File: src/ccu_defs.svh
// Constants for the dual capture/compare unit
`ifndef CCU_DEFS_SVH
`define CCU_DEFS_SVH
// ==========================================
// Register offsets (byte addresses)
`define CCU_ADDR_W        8
`define CCU_OFF_CTRL1     8'h00
`define CCU_OFF_DATAL1    8'h04
`define CCU_OFF_DATAH1    8'h08
`define CCU_OFF_CTRL2     8'h0c
`define CCU_OFF_DATAL2    8'h10
`define CCU_OFF_DATAH2    8'h14
`define CCU_OFF_FLAGS     8'h18
`define CCU_OFF_STATUS    8'h1c
// ==========================================
// Field positions and reset values
`define CCU_MODE_LSB      0
`define CCU_MODE_MSB      3
`define CCU_FLAG1_BIT     0
`define CCU_FLAG2_BIT     1
`define CCU_CTRL_RST      8'h00
`define CCU_DATA_RST      8'h00
// ==========================================
// Capture prescale counts
`define CCU_PS4_LAST      4'h3
`define CCU_PS16_LAST     4'hf
`endif

File: src/ccu_pkg.sv
// Types for the dual capture/compare unit
package ccu_pkg;
	// Mode field encodings
	typedef enum logic [3:0] {
		CCU_OFF      = 4'h0,
		CCU_CMP_TOG  = 4'h2,
		CCU_CAP_FALL = 4'h4,
		CCU_CAP_RISE = 4'h5,
		CCU_CAP_4TH  = 4'h6,
		CCU_CAP_16TH = 4'h7,
		CCU_CMP_HIGH = 4'h8,
		CCU_CMP_LOW  = 4'h9,
		CCU_CMP_SW   = 4'ha,
		CCU_CMP_TRIG = 4'hb
	} ccu_mode_t;
endpackage

File: src/ccu_top.sv
// Two capture/compare units sharing the general timer
// Function
// - Capture and compare use the 16-bit general timer; PWM units stay independent.
// - Both units run together sharing one general timer.
// - Second unit pin routes to port C when config is 1, else port B.
// - Capture copies full 16-bit timer into data pair on event.
// - Event selects falling, rising, every 4th or every 16th rising edge.
// - Each capture sets flag; only software clears it.
// - A newer capture overwrites an unread value.
// - Edge detector watches the pin itself, even while driven as output.
// - Prescaler clears when off, capture left, or reset.
// - Switching between prescale settings keeps the prescaler count.
// - Compare matches data register with timer; action and flag same cycle.
// - Match drives high, low, toggles, or leaves port latch on pin.
// - Clearing second control forces its compare latch low.
// - Compare trigger of either unit resets the shared timer.
// - Only second unit trigger starts an analog conversion.
// - PWM units share one period timer.
// - Capture codes 0100, 0101, 0110, 0111.
// - Compare codes 0010, 1000, 1001, 1010, 1011 all set the flag.
// - Mode 0000 disables the unit and clears its prescaler and compare latch; data pair and flag keep their values.
// - Trigger resets the time base timer pair.
//
// Our own choices: the address map and the plain strobed port.
`timescale 1ns/10ps
`include "ccu_defs.svh"
module ccu_top #(
	parameter int TW = 16
) (
	// Clock and reset
	input  wire logic                   clk_i,
	input  wire logic                   rst_i,
	// Register port
	input  wire logic [`CCU_ADDR_W-1:0] addr_i,
	input  wire logic [7:0]             wdata_i,
	input  wire logic                   wr_i,
	input  wire logic                   rd_i,
	output logic      [7:0]             rdata_o,
	// Timer link and configuration
	input  wire logic [TW-1:0]          general_timer_count_i,
	input  wire logic                   second_pin_route_cfg_i,
	output logic                        timer_reset_o,
	output logic                        start_conversion_o,
	output logic      [1:0]             unit_event_flag_o,
	// Pins and port latches
	input  wire logic                   first_pin_i,
	input  wire logic                   port_c_pin_i,
	input  wire logic                   port_b_pin_i,
	input  wire logic                   first_port_latch_i,
	input  wire logic                   second_port_latch_i,
	output logic                        first_pin_o,
	output logic                        port_c_pin_o,
	output logic                        port_b_pin_o,
	output logic      [1:0]             unit_drives_pin_o
);
	import ccu_pkg::*;

	// ==========================================
	// Helpers
	function automatic logic is_capture(input logic [3:0] m);
		is_capture = (m[3:2] == 2'b01);
	endfunction
	function automatic logic is_compare(input logic [3:0] m);
		is_compare = (m == CCU_CMP_TOG) || (m[3:2] == 2'b10);
	endfunction

	// ==========================================
	// State
	logic [3:0]    mode_reg [2];
	logic [3:0]    mode_next [2];
	logic [TW-1:0] data_reg [2];
	logic [TW-1:0] data_next [2];
	logic [3:0]    ps_reg [2];
	logic [3:0]    ps_next [2];
	logic [1:0]    flag_reg, flag_next;
	logic [1:0]    latch_reg, latch_next;
	logic [2:0]    sync_reg [2];
	logic [2:0]    sync_next [2];
	logic [1:0]    lvl_reg, lvl_next;
	logic [7:0]    rdata_reg, rdata_next;
	logic [1:0]    rise, fall, cap_ev, match, trig;
	logic [1:0]    pin_raw;
	logic [TW-1:0] tmr;

	assign tmr = general_timer_count_i;
	// Pin observed directly, second unit routed by config
	assign pin_raw[0] = first_pin_i;
	assign pin_raw[1] = second_pin_route_cfg_i ? port_c_pin_i : port_b_pin_i;

	// Edge detection and match per unit
	always_comb begin
		for (int u = 0; u < 2; u++) begin
			sync_next[u] = {sync_reg[u][1:0], pin_raw[u]};
			lvl_next[u]  = (sync_reg[u][1] == sync_reg[u][2]) ? sync_reg[u][2] : lvl_reg[u];
			rise[u]      = lvl_next[u] & ~lvl_reg[u];
			fall[u]      = ~lvl_next[u] & lvl_reg[u];
			match[u]     = is_compare(mode_reg[u]) && (data_reg[u] == tmr);
			trig[u]      = match[u] && (mode_reg[u] == CCU_CMP_TRIG);
		end
	end

	// Capture prescaler and event selection
	always_comb begin
		for (int u = 0; u < 2; u++) begin
			ps_next[u] = ps_reg[u];
			cap_ev[u]  = 1'b0;
			case (mode_reg[u])
				CCU_CAP_FALL: cap_ev[u] = fall[u];
				CCU_CAP_RISE: cap_ev[u] = rise[u];
				CCU_CAP_4TH: begin
					if (rise[u]) begin
						cap_ev[u]  = (ps_reg[u][1:0] == 2'(`CCU_PS4_LAST));
						ps_next[u] = ps_reg[u] + 4'h1;
					end
				end
				CCU_CAP_16TH: begin
					if (rise[u]) begin
						cap_ev[u]  = (ps_reg[u] == `CCU_PS16_LAST);
						ps_next[u] = ps_reg[u] + 4'h1;
					end
				end
				default: ps_next[u] = 4'h0;
			endcase
		end
	end

	// Register writes, capture, flags, compare latch
	always_comb begin
		flag_next  = flag_reg;
		latch_next = latch_reg;
		rdata_next = 8'h00;
		for (int u = 0; u < 2; u++) begin
			mode_next[u] = mode_reg[u];
			data_next[u] = data_reg[u];
		end
		// Software side first, hardware events override below
		if (wr_i) begin
			if (addr_i == `CCU_OFF_CTRL1) begin
				mode_next[0] = wdata_i[`CCU_MODE_MSB:`CCU_MODE_LSB];
			end else if (addr_i == `CCU_OFF_CTRL2) begin
				mode_next[1] = wdata_i[`CCU_MODE_MSB:`CCU_MODE_LSB];
			end else if (addr_i == `CCU_OFF_DATAL1) begin
				data_next[0][7:0] = wdata_i;
			end else if (addr_i == `CCU_OFF_DATAH1) begin
				data_next[0][TW-1:8] = wdata_i;
			end else if (addr_i == `CCU_OFF_DATAL2) begin
				data_next[1][7:0] = wdata_i;
			end else if (addr_i == `CCU_OFF_DATAH2) begin
				data_next[1][TW-1:8] = wdata_i;
			end else if (addr_i == `CCU_OFF_FLAGS) begin
				flag_next = flag_reg & ~wdata_i[1:0];
			end
		end
		for (int u = 0; u < 2; u++) begin
			if (match[u]) begin
				flag_next[u] = 1'b1;
				case (mode_reg[u])
					CCU_CMP_TOG:  latch_next[u] = ~latch_reg[u];
					CCU_CMP_HIGH: latch_next[u] = 1'b1;
					CCU_CMP_LOW:  latch_next[u] = 1'b0;
					default:      latch_next[u] = latch_reg[u];
				endcase
			end
			// Initial pin level when drive high or drive low is written, low when off is written; wins over a match
			if (wr_i && mode_next[u] != mode_reg[u]) begin
				if (mode_next[u] == CCU_CMP_HIGH) begin
					latch_next[u] = 1'b0;
				end else if (mode_next[u] == CCU_CMP_LOW) begin
					latch_next[u] = 1'b1;
				end else if (mode_next[u] == CCU_OFF) begin
					latch_next[u] = 1'b0;
				end
			end
			if (cap_ev[u] && is_capture(mode_reg[u])) begin
				data_next[u] = tmr;
				flag_next[u] = 1'b1;
			end
		end
		// Read decode
		if (rd_i) begin
			if (addr_i == `CCU_OFF_CTRL1) begin
				rdata_next = {4'h0, mode_reg[0]};
			end else if (addr_i == `CCU_OFF_CTRL2) begin
				rdata_next = {4'h0, mode_reg[1]};
			end else if (addr_i == `CCU_OFF_DATAL1) begin
				rdata_next = data_reg[0][7:0];
			end else if (addr_i == `CCU_OFF_DATAH1) begin
				rdata_next = data_reg[0][TW-1:8];
			end else if (addr_i == `CCU_OFF_DATAL2) begin
				rdata_next = data_reg[1][7:0];
			end else if (addr_i == `CCU_OFF_DATAH2) begin
				rdata_next = data_reg[1][TW-1:8];
			end else if (addr_i == `CCU_OFF_FLAGS) begin
				rdata_next = {6'h00, flag_reg};
			end else if (addr_i == `CCU_OFF_STATUS) begin
				rdata_next = {4'h0, lvl_reg, latch_reg};
			end
		end
	end

	// Registers
	always_ff @(posedge clk_i) begin
		if (rst_i) begin
			for (int u = 0; u < 2; u++) begin
				mode_reg[u] <= 4'(`CCU_CTRL_RST);
				data_reg[u] <= TW'(`CCU_DATA_RST);
				ps_reg[u]   <= 4'h0;
				sync_reg[u] <= 3'h0;
			end
			flag_reg  <= 2'h0;
			latch_reg <= 2'h0;
			lvl_reg   <= 2'h0;
			rdata_reg <= 8'h00;
		end else begin
			for (int u = 0; u < 2; u++) begin
				mode_reg[u] <= mode_next[u];
				data_reg[u] <= data_next[u];
				ps_reg[u]   <= ps_next[u];
				sync_reg[u] <= sync_next[u];
			end
			flag_reg  <= flag_next;
			latch_reg <= latch_next;
			lvl_reg   <= lvl_next;
			rdata_reg <= rdata_next;
		end
	end

	// Pin outputs: latch in drive modes, port latch otherwise
	logic [1:0] drive;
	logic [1:0] pin_val;
	always_comb begin
		for (int u = 0; u < 2; u++) begin
			drive[u] = is_compare(mode_reg[u]) && (mode_reg[u] != CCU_CMP_SW) &&
				(mode_reg[u] != CCU_CMP_TRIG);
		end
		pin_val[0] = drive[0] ? latch_reg[0] : first_port_latch_i;
		pin_val[1] = drive[1] ? latch_reg[1] : second_port_latch_i;
	end
	assign first_pin_o        = pin_val[0];
	assign port_c_pin_o       = second_pin_route_cfg_i ? pin_val[1] : 1'b0;
	assign port_b_pin_o       = second_pin_route_cfg_i ? 1'b0 : pin_val[1];
	assign unit_drives_pin_o  = drive;
	assign timer_reset_o      = |trig;
	assign start_conversion_o = trig[1];
	assign unit_event_flag_o  = flag_reg;
	assign rdata_o            = rdata_reg;
endmodule

File: config.mk
export PLATFORM = sky130hd
export DESIGN_NAME = ccu_top
export DESIGN_NICKNAME = d
export VERILOG_FILES = /design/src/ccu_pkg.sv /design/src/ccu_top.sv
export VERILOG_INCLUDE_DIRS = /design/src
export SDC_FILE = /design/constraint.sdc
export NUM_CORES = 1
export LEC_CHECK = 0
export ABC_AREA = 1
export BUFFER_PORTS_ARGS = -buffer_cell sky130_fd_sc_hd__buf_2
export CORE_MARGIN = 4
export CORE_UTILIZATION = 40
export DETAILED_ROUTE_END_ITERATION = 6
export SYNTH_ARGS = -nofsm -noshare
export SYNTH_HDL_FRONTEND = slang
export SYNTH_SLANG_ARGS = --single-unit
File: constraint.sdc
create_clock -name clk_i -period 2.35 [get_ports clk_i]
set_input_delay 0.235 -clock clk_i [delete_from_list [all_inputs] [get_ports clk_i]]
set_output_delay 0.235 -clock clk_i [all_outputs]
set_load 0.01 [all_outputs]
==> results of run 1 <==
[metrics by stage]
stage / hold WS, ns / util, % / total power [mW] / std cells
floorplan: 0.3420 / - / 1.301 / 705
global placement: 0.3946 / 44.83 / 1.400 / 893
detailed placement: 0.3986 / 44.83 / 1.401 / 893
CTS: 0.06038 / 46.49 / 2.314 / 909
global route: 0.08087 / 46.60 / 2.384 / 909
finish: 0.07097 / 46.60 / 2.296 / 909
[logic make-up (layout without fill, tap and decap cells)]
family | Yosys count | after routing | synth area share [%]
and+or+nand+nor | 387 | 387 | 38.52
buffers and inverters | 122 | 186 | 11.44
AOI/OAI and AO/OA | 101 | 101 | 13.75
DFF | 68 | 68 | 30.73
xor gates and xnor gates | 24 | 24 | 4.744
adders and majority gates | 2 | 2 | 0.5647
muxes | 1 | 1 | 0.2541
[placed cells by master (no fill, tap or decap), drive strengths merged, types with 2 or more instances in the layout]
cell | synthesis | routed
and3 | 2 | 2
o22ai | 5 | 5
ha | 2 | 2
o211ai | 9 | 9
clkbuf | 8 | 13
nor2 | 100 | 100
dfxtp | 68 | 68
xor2 | 24 | 24
a21oi | 30 | 30
nand2 | 186 | 186
nor3 | 11 | 11
o21ai | 44 | 44
clkinv | 1 | 3
buf | 12 | 68
nand3 | 62 | 62
a211oi | 2 | 2
a31oi | 6 | 6
inv | 101 | 101
nand4 | 23 | 23
[critical path, cell delays in order, from the launching register on]
cell and delay, ns:
dfxtp_2 0.39, inv_1 0.11, nor2_1 0.14, nand3_1 0.15, nand2_2 0.12, and3_1 0.15
nand4_1 0.16, o22ai_2 0.20, buf_2 0.16
[how the worst min path moves through the flow]
stage                           endpoint  slack (ns)  cells past startpoint
after floorplan           sync_reg[0][0]        0.34                      2
after global placement    sync_reg[0][1]        0.39                      2
after detailed placement  sync_reg[0][4]        0.40                      2
after CTS                 sync_reg[0][0]        0.06                      3
after global routing      sync_reg[0][0]        0.08                      3
final                     sync_reg[0][0]        0.07                      3
[routing by layer]
layer | wire [um] | vias up | global-route usage (%)
li1 | - | 2385 | -
met1 | 6159 | 2148 | 29.89
met2 | 6516 | 187 | 36.61
met4 | 342 | 0 | 8.013
met3 | 1009 | 31 | 3.904
met5 | 0 | - | 0
[timing repair]
action | in CTS | in global routing
endpoints found under the hold margin | 0 | 0
setup buffers | 0 | 0
gates resized for setup | 0 | 4
endpoints found under the setup margin | 0 | 2
[area by class of cell]
class                           count  area (um2)
Fill cell                        1141        5789
Multi-Input combinational cell    515        2571
Sequential cell                    68        1364
Inverter                          102       382.9
Timing Repair Buffer               68       377.9
Tap cell                          140       175.2
Clock buffer                       13       158.9
Clock inverter                      3       21.27
[power by group through the flow]
stage / combinational (mW) / sequential, mW / clock [mW]
5_1_grt: 0.238 / 1.16 / 0.985
2_1_floorplan: 0.114 / 1.19 / 0
4_1_cts: 0.215 / 1.16 / 0.939
3_3_place_gp: 0.213 / 1.19 / 0
3_5_place_dp: 0.214 / 1.19 / 0
6_report: 0.216 / 1.16 / 0.920
==> flow_metrics.py, run 1 <==
metrics = {
    "run_status": {
        "status": "complete, no violations",
    },
    "logic_synthesis": {
        "netlist_area_um2": 4430,
        "yosysMostFrequentCell": "nand2_1",
        "ys_seq_area_share_pct": 30.73,
        "synthDistinctLibCells": 42,
        "ys.flop_type": "dfxtp_1",
        "yosys-top-cells-area": "dfxtp_1 31%, nand2_1 15%, inv_1 8.5%",
        "synth_edf_count": 0,
        "synth_top_area_share_pct": 30.73,
        "synth_commonest_cells": "177 x nand2_1, 100 x inv_1, 92 x nor2_1, 68 x dfxtp_1, 62 x nand3_1",
        "yosysTopAreaCell": "dfxtp_1",
        "synth_seq_cells": 68,
        "synth_nets": 749,
        "avgSynthCellArea_um2": 6.284,
        "synthCells": 705,
        "synth-async-reset-ratio_pct": 0,
        "yosysWarnings": 0,
    },
    "pwr": {
        "power.density_nw_per_um2": 454.6,
        "switching_share_pct": 27.35,
        "leakagePower_nw": 2.551,
        "p_int_mw": 1.668,
        "peakVddDrop_mv": 0.3085,
        "combPwrFrac_pct": 9.4,
        "seqPwrFrac_pct": 50.5,
        "power.switching_uw": 627.9,
        "clkPwrFrac_pct": 40.1,
    },
    "critical_path": {
        "r2r-end": "data_reg[0][0]",
        "r2r-start": "ps_reg[0][0]",
        "worstPathArrival_ns": 1.92,
        "crit_type": "reg -> out",
        "worst-path-max-fanout": 7,
        "start_kind": "register",
        "required_ns": 2.12,
        "r2r_setup_slack_ns": 0.38,
        "end_kind": "output pin",
        "crit_path_start": "mode_reg[0][1]",
        "ff2ff_path_depth": 12,
        "endpoint": "timer_reset_o",
    },
    "cts": {
        "postCtsHoldBufs": 0,
        "cts_max_path_buffers": 2,
        "ctsHtreeMaxLevel": 3,
        "root_buffer": "clkbuf_8",
        "cts_buffers": 9,
        "cts_sinks": 68,
        "clkSlewWorstSetupHoldPaths_ns": 0.07,
        "cts_tree": "done",
        "clk_latency_ns": 0.36,
    },
    "grt": {
        "grt_pass1_wl_mm": 22.96,
        "grt-ovfl-total": 0,
        "grt_max_degree": 31,
        "grt_pass1_vias": 4522,
        "grt_usage_pct": 22.46,
        "antenna_found_initial": 0,
    },
    "placement": {
        "dp_hpwl_mm": 10.78,
        "place.gp.congestion": 0.9784,
        "place_ws_ns": 0.1620,
        "io_buffers": 58,
        "dpl_cell_area_um2": 4860,
    },
    "sta": {
        "relSlewSlack_pct": 48.35,
        "period_minus_slack_ns": 2.156,
        "post-route-period-util_pct": 91.76,
        "setup_viol": 0,
        "tns_ns": 0,
        "rsz0062_at_grt": "false",
        "finalMaxSlewViolations": 0,
        "timing.fmax_ghz": 0.4637,
        "worst_slew_pin_slew_ns": 0.7747,
        "hold_viol_final": 0,
        "fin_ws_ns": 0.1936,
        "clock_skew_ns": 0.01372,
    },
    "floorplanning": {
        "die-area_um2": 12820,
        "start_util_pct": 40.87,
        "die_w_um": 113.2,
        "row_count": 38,
        "pin_count": 59,
        "fp.dieH_um": 113.2,
        "coreArea_um2": 10840,
    },
    "cells_and_area": {
        "final_layout_size_suffix_gt1_share_pct": 14.82,
        "fin_area_um2": 5051,
        "syn_to_final_growth_pct": 14.01,
        "n_antenna_cell": 0,
        "finalNetCount": 808,
        "largest_reg_flops": 32,
    },
    "route": {
        "drtAntennaViolNets": 0,
        "routed_wl_mm": 14.03,
        "drtIter0Drc": 432,
        "avgViaCountPerCell": 5.227,
        "firstDrtPassIters": 5,
        "vias": 4751,
        "drc": 0,
        "wl_per_cell_um": 15.43,
    },
    "worst_hold_path": {
        "min_from": "first_pin_i",
        "min_path_type": "in -> reg",
    },
    "flow_run": {
        "maxCapViolations": 0,
    },
}
No activity file was read; power rests on OpenSTA's default activity.
==> inputs of run 2 (changes only) <==
clock period = 2.4 ns   (was 2.35 ns; I/O delays follow)
==> flow_metrics.py, run 2 (same netlist as run 1, synthesis figures left out) <==
metrics = {
    "sta": {
        "timing.fmax_ghz": 0.4491,
        "post-route-period-util_pct": 92.78,
        "finalMaxSlewViolations": 0,
        "relSlewSlack_pct": 47.39,
        "worst_slew_pin_slew_ns": 0.7892,
        "rsz0062_at_grt": "false",
        "setup_viol": 0,
        "period_minus_slack_ns": 2.227,
        "clock_skew_ns": 0.009480,
        "tns_ns": 0,
        "hold_viol_final": 0,
    },
    "floorplanning": {
        "die-area_um2": 12820,
        "die_w_um": 113.2,
        "pin_count": 59,
        "row_count": 38,
        "coreArea_um2": 10840,
        "fp.dieH_um": 113.2,
        "start_util_pct": 40.87,
    },
    "cts": {
        "cts_sinks": 68,
        "clkSlewWorstSetupHoldPaths_ns": 0.07,
        "cts_max_path_buffers": 2,
        "root_buffer": "clkbuf_8",
        "cts_tree": "done",
        "clk_latency_ns": 0.37,
        "postCtsHoldBufs": 0,
        "cts_buffers": 9,
        "ctsHtreeMaxLevel": 3,
    },
    "critical_path": {
        "crit_type": "reg -> out",
        "required_ns": 2.16,
        "start_kind": "register",
        "worst-path-max-fanout": 7,
        "end_kind": "output pin",
        "ff2ff_path_depth": 12,
        "worstPathArrival_ns": 1.99,
    },
    "placement": {
        "place.gp.congestion": 0.9445,
        "dpl_cell_area_um2": 4840,
        "dp_hpwl_mm": 10.85,
        "io_buffers": 58,
        "placedCellCount": 892,
    },
    "cells_and_area": {
        "fin_area_um2": 5052,
        "fillCellCount": 1153,
        "final_cell_mix": "177 x nand2_1, 100 x inv_1, 92 x nor2_1",
        "n_antenna_cell": 0,
        "finalNetCount": 808,
        "final_common_cell": "nand2_1",
        "largest_reg_flops": 32,
        "fin_cells": 909,
        "syn_to_final_growth_pct": 14.04,
        "final_layout_size_suffix_gt1_share_pct": 14.69,
    },
    "pwr": {
        "leakagePower_nw": 2.558,
        "seqPwrFrac_pct": 48.1,
        "combPwrFrac_pct": 9.0,
        "peakVddDrop_mv": 0.2468,
        "clkPwrFrac_pct": 43.0,
        "p_int_mw": 1.735,
        "switching_share_pct": 26.61,
        "power.density_nw_per_um2": 467.8,
        "power.switching_uw": 629.1,
    },
    "grt": {
        "grt_max_degree": 31,
        "grt-ovfl-total": 0,
        "grt_pass1_wl_mm": 22.93,
        "antenna_found_initial": 0,
        "grt_usage_pct": 22.60,
        "grt_pass1_vias": 4520,
    },
    "worst_hold_path": {
        "hold_path_depth": 3,
        "min_path_type": "in -> reg",
    },
    "run_status": {
        "status": "complete, no violations",
    },
    "route": {
        "wl_per_cell_um": 15.67,
        "routed_wl_mm": 14.25,
        "drtAntennaViolNets": 0,
        "drtIter0Drc": 458,
        "avgViaCountPerCell": 5.261,
        "firstDrtPassIters": 7,
        "vias": 4782,
        "drc": 0,
    },
    "flow_run": {
        "maxCapViolations": 0,
    },
}
-- run 2: worst max-delay path, stage by stage (launching register included) --
cell and delay [ns]:
dfxtp_2 0.38, inv_1 0.11, nor2_1 0.14, nand3_1 0.13, nand2_1 0.13, and3_1 0.15, nand4_1 0.17, o22ai_1 0.24
buf_2 0.17
-- run 2: what timing repair did --
item / CTS / global route
endpoints found under the hold margin: 0 / 0
setup buffers: 0 / 1
setup endpoints to repair: 0 / 1
resized for setup: 0 / 2
-- run 2: final cells by class --
type                    instances  area, um2  share of cell area [%]
clock buffers                  12      155.1                   3.071
clock inverters                 4      47.55                  0.9411
inverters                     102      382.9                   7.578
multi-input cells             515       2562                   50.72
flip-flops and latches         68       1364                   26.99
well taps                     140      175.2                   3.467
repair buffers                 68      365.4                   7.231
-- run 2: power groups by stage --
stage	Clock (mW)	Combinational (mW)	Sequential, mW
after floorplan	0	0.112	1.16
after global placement	0	0.210	1.16
after detailed placement	0	0.210	1.16
after CTS	1.03	0.211	1.14
after global routing	1.07	0.234	1.14
final	1.02	0.212	1.14
-- run 2: final timing paths --
| kind | start | endpoint | slack, ns |
|---|---|---|---|
| worst max-delay path | mode_reg[0][1] | timer_reset_o | 0.17 |
| worst min-delay path | first_pin_i | sync_reg[0][0] | 0.08 |
| worst max register to register | ps_reg[0][0] | data_reg[0][2] | 0.44 |
| worst min register to register | sync_reg[0][0] | sync_reg[0][1] | 0.41 |
-- run 2: metal layers --
layer  part of all wire (%)  wire length, um  vias to the layer above  track usage, %
met4                    2.4              341                        0           8.734
li1                       -                -                     2383               -
met5                      0                0                        -               0
met1                     44             6245                     2194           29.13
met3                    7.0              996                       32           4.492
met2                     47             6662                      173           37.20
-- run 2: per-stage QoR --
| stage | power, mW | hold slack (ns) | util, % | setup WS [ns] |
|---|---|---|---|---|
| after floorplan | 1.274 | 0.3470 | - | 0.7363 |
| after global placement | 1.373 | 0.3965 | 44.64 | 0.3068 |
| after detailed placement | 1.373 | 0.4027 | 44.64 | 0.2780 |
| after CTS | 2.378 | 0.06867 | 46.51 | 0.1456 |
| after global routing | 2.440 | 0.09088 | 46.61 | 0.06678 |
| final | 2.364 | 0.08155 | 46.61 | 0.1733 |
==> inputs of run 3 (changes only) <==
--- a/constraint.sdc
+++ b/constraint.sdc
@@ -3,2 +3,2 @@
 set_output_delay 0.24 -clock clk_i [all_outputs]
-set_load 0.01 [all_outputs]
+set_load 0.1 [all_outputs]
==> flow_metrics.py, run 3 (same netlist as run 1, synthesis figures left out) <==
metrics = {
    "run_status": {
        "status": "complete, no violations",
    },
    "sta": {
        "timing.fmax_ghz": 0.4421,
        "timing.hold.ws_ns": 0.07400,
        "clock_skew_ns": 0.01358,
        "relSlewSlack_pct": 48.81,
        "period_minus_slack_ns": 2.262,
        "hold_viol_final": 0,
        "post-route-period-util_pct": 94.26,
        "finalMaxSlewViolations": 0,
        "worst_slew_pin_slew_ns": 0.7679,
        "rsz0062_at_grt": "false",
        "setup_viol": 0,
    },
    "pwr": {
        "p_int_mw": 1.740,
        "power.switching_uw": 631.3,
        "peakVddDrop_mv": 0.2565,
        "power.density_nw_per_um2": 464.3,
        "switching_share_pct": 26.62,
        "seqPwrFrac_pct": 47.9,
        "clkPwrFrac_pct": 41.9,
        "leakagePower_nw": 2.566,
        "total_power_mw": 2.371,
        "combPwrFrac_pct": 10.2,
    },
    "cts": {
        "root_buffer": "clkbuf_8",
        "clkSlewWorstSetupHoldPaths_ns": 0.07,
        "cts_tree": "done",
        "cts_sinks": 68,
        "ctsHtreeMaxLevel": 3,
        "cts_buffers": 9,
        "postCtsHoldBufs": 0,
        "cts_max_path_buffers": 2,
        "clk_latency_ns": 0.37,
    },
    "cells_and_area": {
        "largest_reg_flops": 32,
        "fin_area_um2": 5107,
        "final_layout_size_suffix_gt1_share_pct": 15.32,
        "final_cell_mix": "177 x nand2_1, 99 x inv_1, 89 x nor2_1",
        "fillCellCount": 1162,
        "final_core_util_pct": 47.11,
        "finalNetCount": 809,
        "final_common_cell": "nand2_1",
        "n_antenna_cell": 0,
        "syn_to_final_growth_pct": 15.28,
    },
    "floorplanning": {
        "die_w_um": 113.2,
        "row_count": 38,
        "die-area_um2": 12820,
        "pin_count": 59,
        "coreArea_um2": 10840,
        "start_util_pct": 40.87,
        "fp.dieH_um": 113.2,
    },
    "grt": {
        "grt_pass1_vias": 4400,
        "antenna_found_initial": 0,
        "grt_usage_pct": 23.35,
        "grt_pass1_wl_mm": 23.11,
        "grt-ovfl-total": 0,
        "grt_max_degree": 31,
    },
    "route": {
        "route.met2.wl_mm": 6.401,
        "firstDrtPassIters": 5,
        "top_layer": "met4",
        "wl_per_cell_um": 16.13,
        "drc": 0,
        "drtIter0Drc": 462,
        "vias": 4823,
        "drt-met1-wl_mm": 6.898,
        "drtAntennaViolNets": 0,
        "wl_met3_mm": 1.101,
        "avgViaCountPerCell": 5.300,
        "routed_wl_mm": 14.68,
    },
    "placement": {
        "dpl_cell_area_um2": 4898,
        "io_buffers": 58,
        "place.gp.congestion": 0.9089,
        "dp_hpwl_mm": 11.18,
    },
    "critical_path": {
        "start_kind": "register",
        "end_kind": "output pin",
        "crit_type": "reg -> out",
        "worst-path-max-fanout": 7,
        "required_ns": 2.16,
        "worstPathArrival_ns": 2.02,
        "r2r_setup_slack_ns": 0.51,
    },
    "flow_run": {
        "maxCapViolations": 0,
    },
    "worst_hold_path": {
        "min_path_type": "in -> reg",
    },
}
## run 3: cell count changes in the layout (fill, tap and decap cells not counted), sizes merged
cell	delta
buf	+1
clkinv	-2
clkinvlp	-1
clkbuf	+3
## run 3: path summary, 6_finish.rpt
path                        from              end  cells past startpoint
setup / recovery  mode_reg[0][1]    timer_reset_o                      8
hold / removal       first_pin_i   sync_reg[0][0]                      3
setup reg to reg    ps_reg[0][4]  data_reg[0][16]                     10
hold reg to reg   sync_reg[0][3]   sync_reg[0][4]                      2
## run 3: metal layers
layer | vias to the layer above | GRT usage, %
met2 | 180 | 35.78
met4 | 0 | 7.933
met5 | - | 0
met3 | 22 | 3.636
met1 | 2235 | 33.37
li1 | 2386 | -
## run 3: power by group through the flow
stage / Clock, mW / Combinational (mW) / Sequential [mW]
after floorplan: 0 / 0.133 / 1.16
after global placement: 0 / 0.236 / 1.16
after detailed placement: 0 / 0.236 / 1.16
after CTS: 1.01 / 0.238 / 1.14
after global routing: 1.06 / 0.261 / 1.14
final: 0.993 / 0.242 / 1.14
## run 3: area by class of cell
class / instances / area, um2 / area share [%]
Clock buffer: 15 / 166.4 / 3.258
Clock inverter: 1 / 30.03 / 0.5879
Inverter: 102 / 382.9 / 7.496
Multi-Input combinational cell: 515 / 2584 / 50.59
Sequential cell: 68 / 1366 / 26.75
Tap cell: 140 / 175.2 / 3.430
Timing Repair Buffer: 69 / 402.9 / 7.888
## run 3: what timing repair did
item / 4_1_cts / 5_1_grt
hold endpoints to repair: 0 / 0
buffers inserted: 0 / 1
pin swaps: 2 / 2
gates resized for setup: 1 / 3
endpoints found under the setup margin: 2 / 4
## run 3: worst max-delay path, stage by stage (launching register included)
cell and delay (ns):
dfxtp_4 0.39, inv_1 0.10, nor2_1 0.13, nand3_1 0.14, nand2_1 0.14, and3_1 0.16, nand4_1 0.13, o22ai_2 0.28
buf_12 0.21
## run 3: per-stage QoR
stage,worst slack (ns),TNS [ns],instances
2_1_floorplan,-0.3980,-0.7960,705
3_3_place_gp,0.3538,0,893
3_5_place_dp,0.3571,0,893
4_1_cts,0.009657,0,909
5_1_grt,0.01124,0,910
6_report,0.1379,0,910
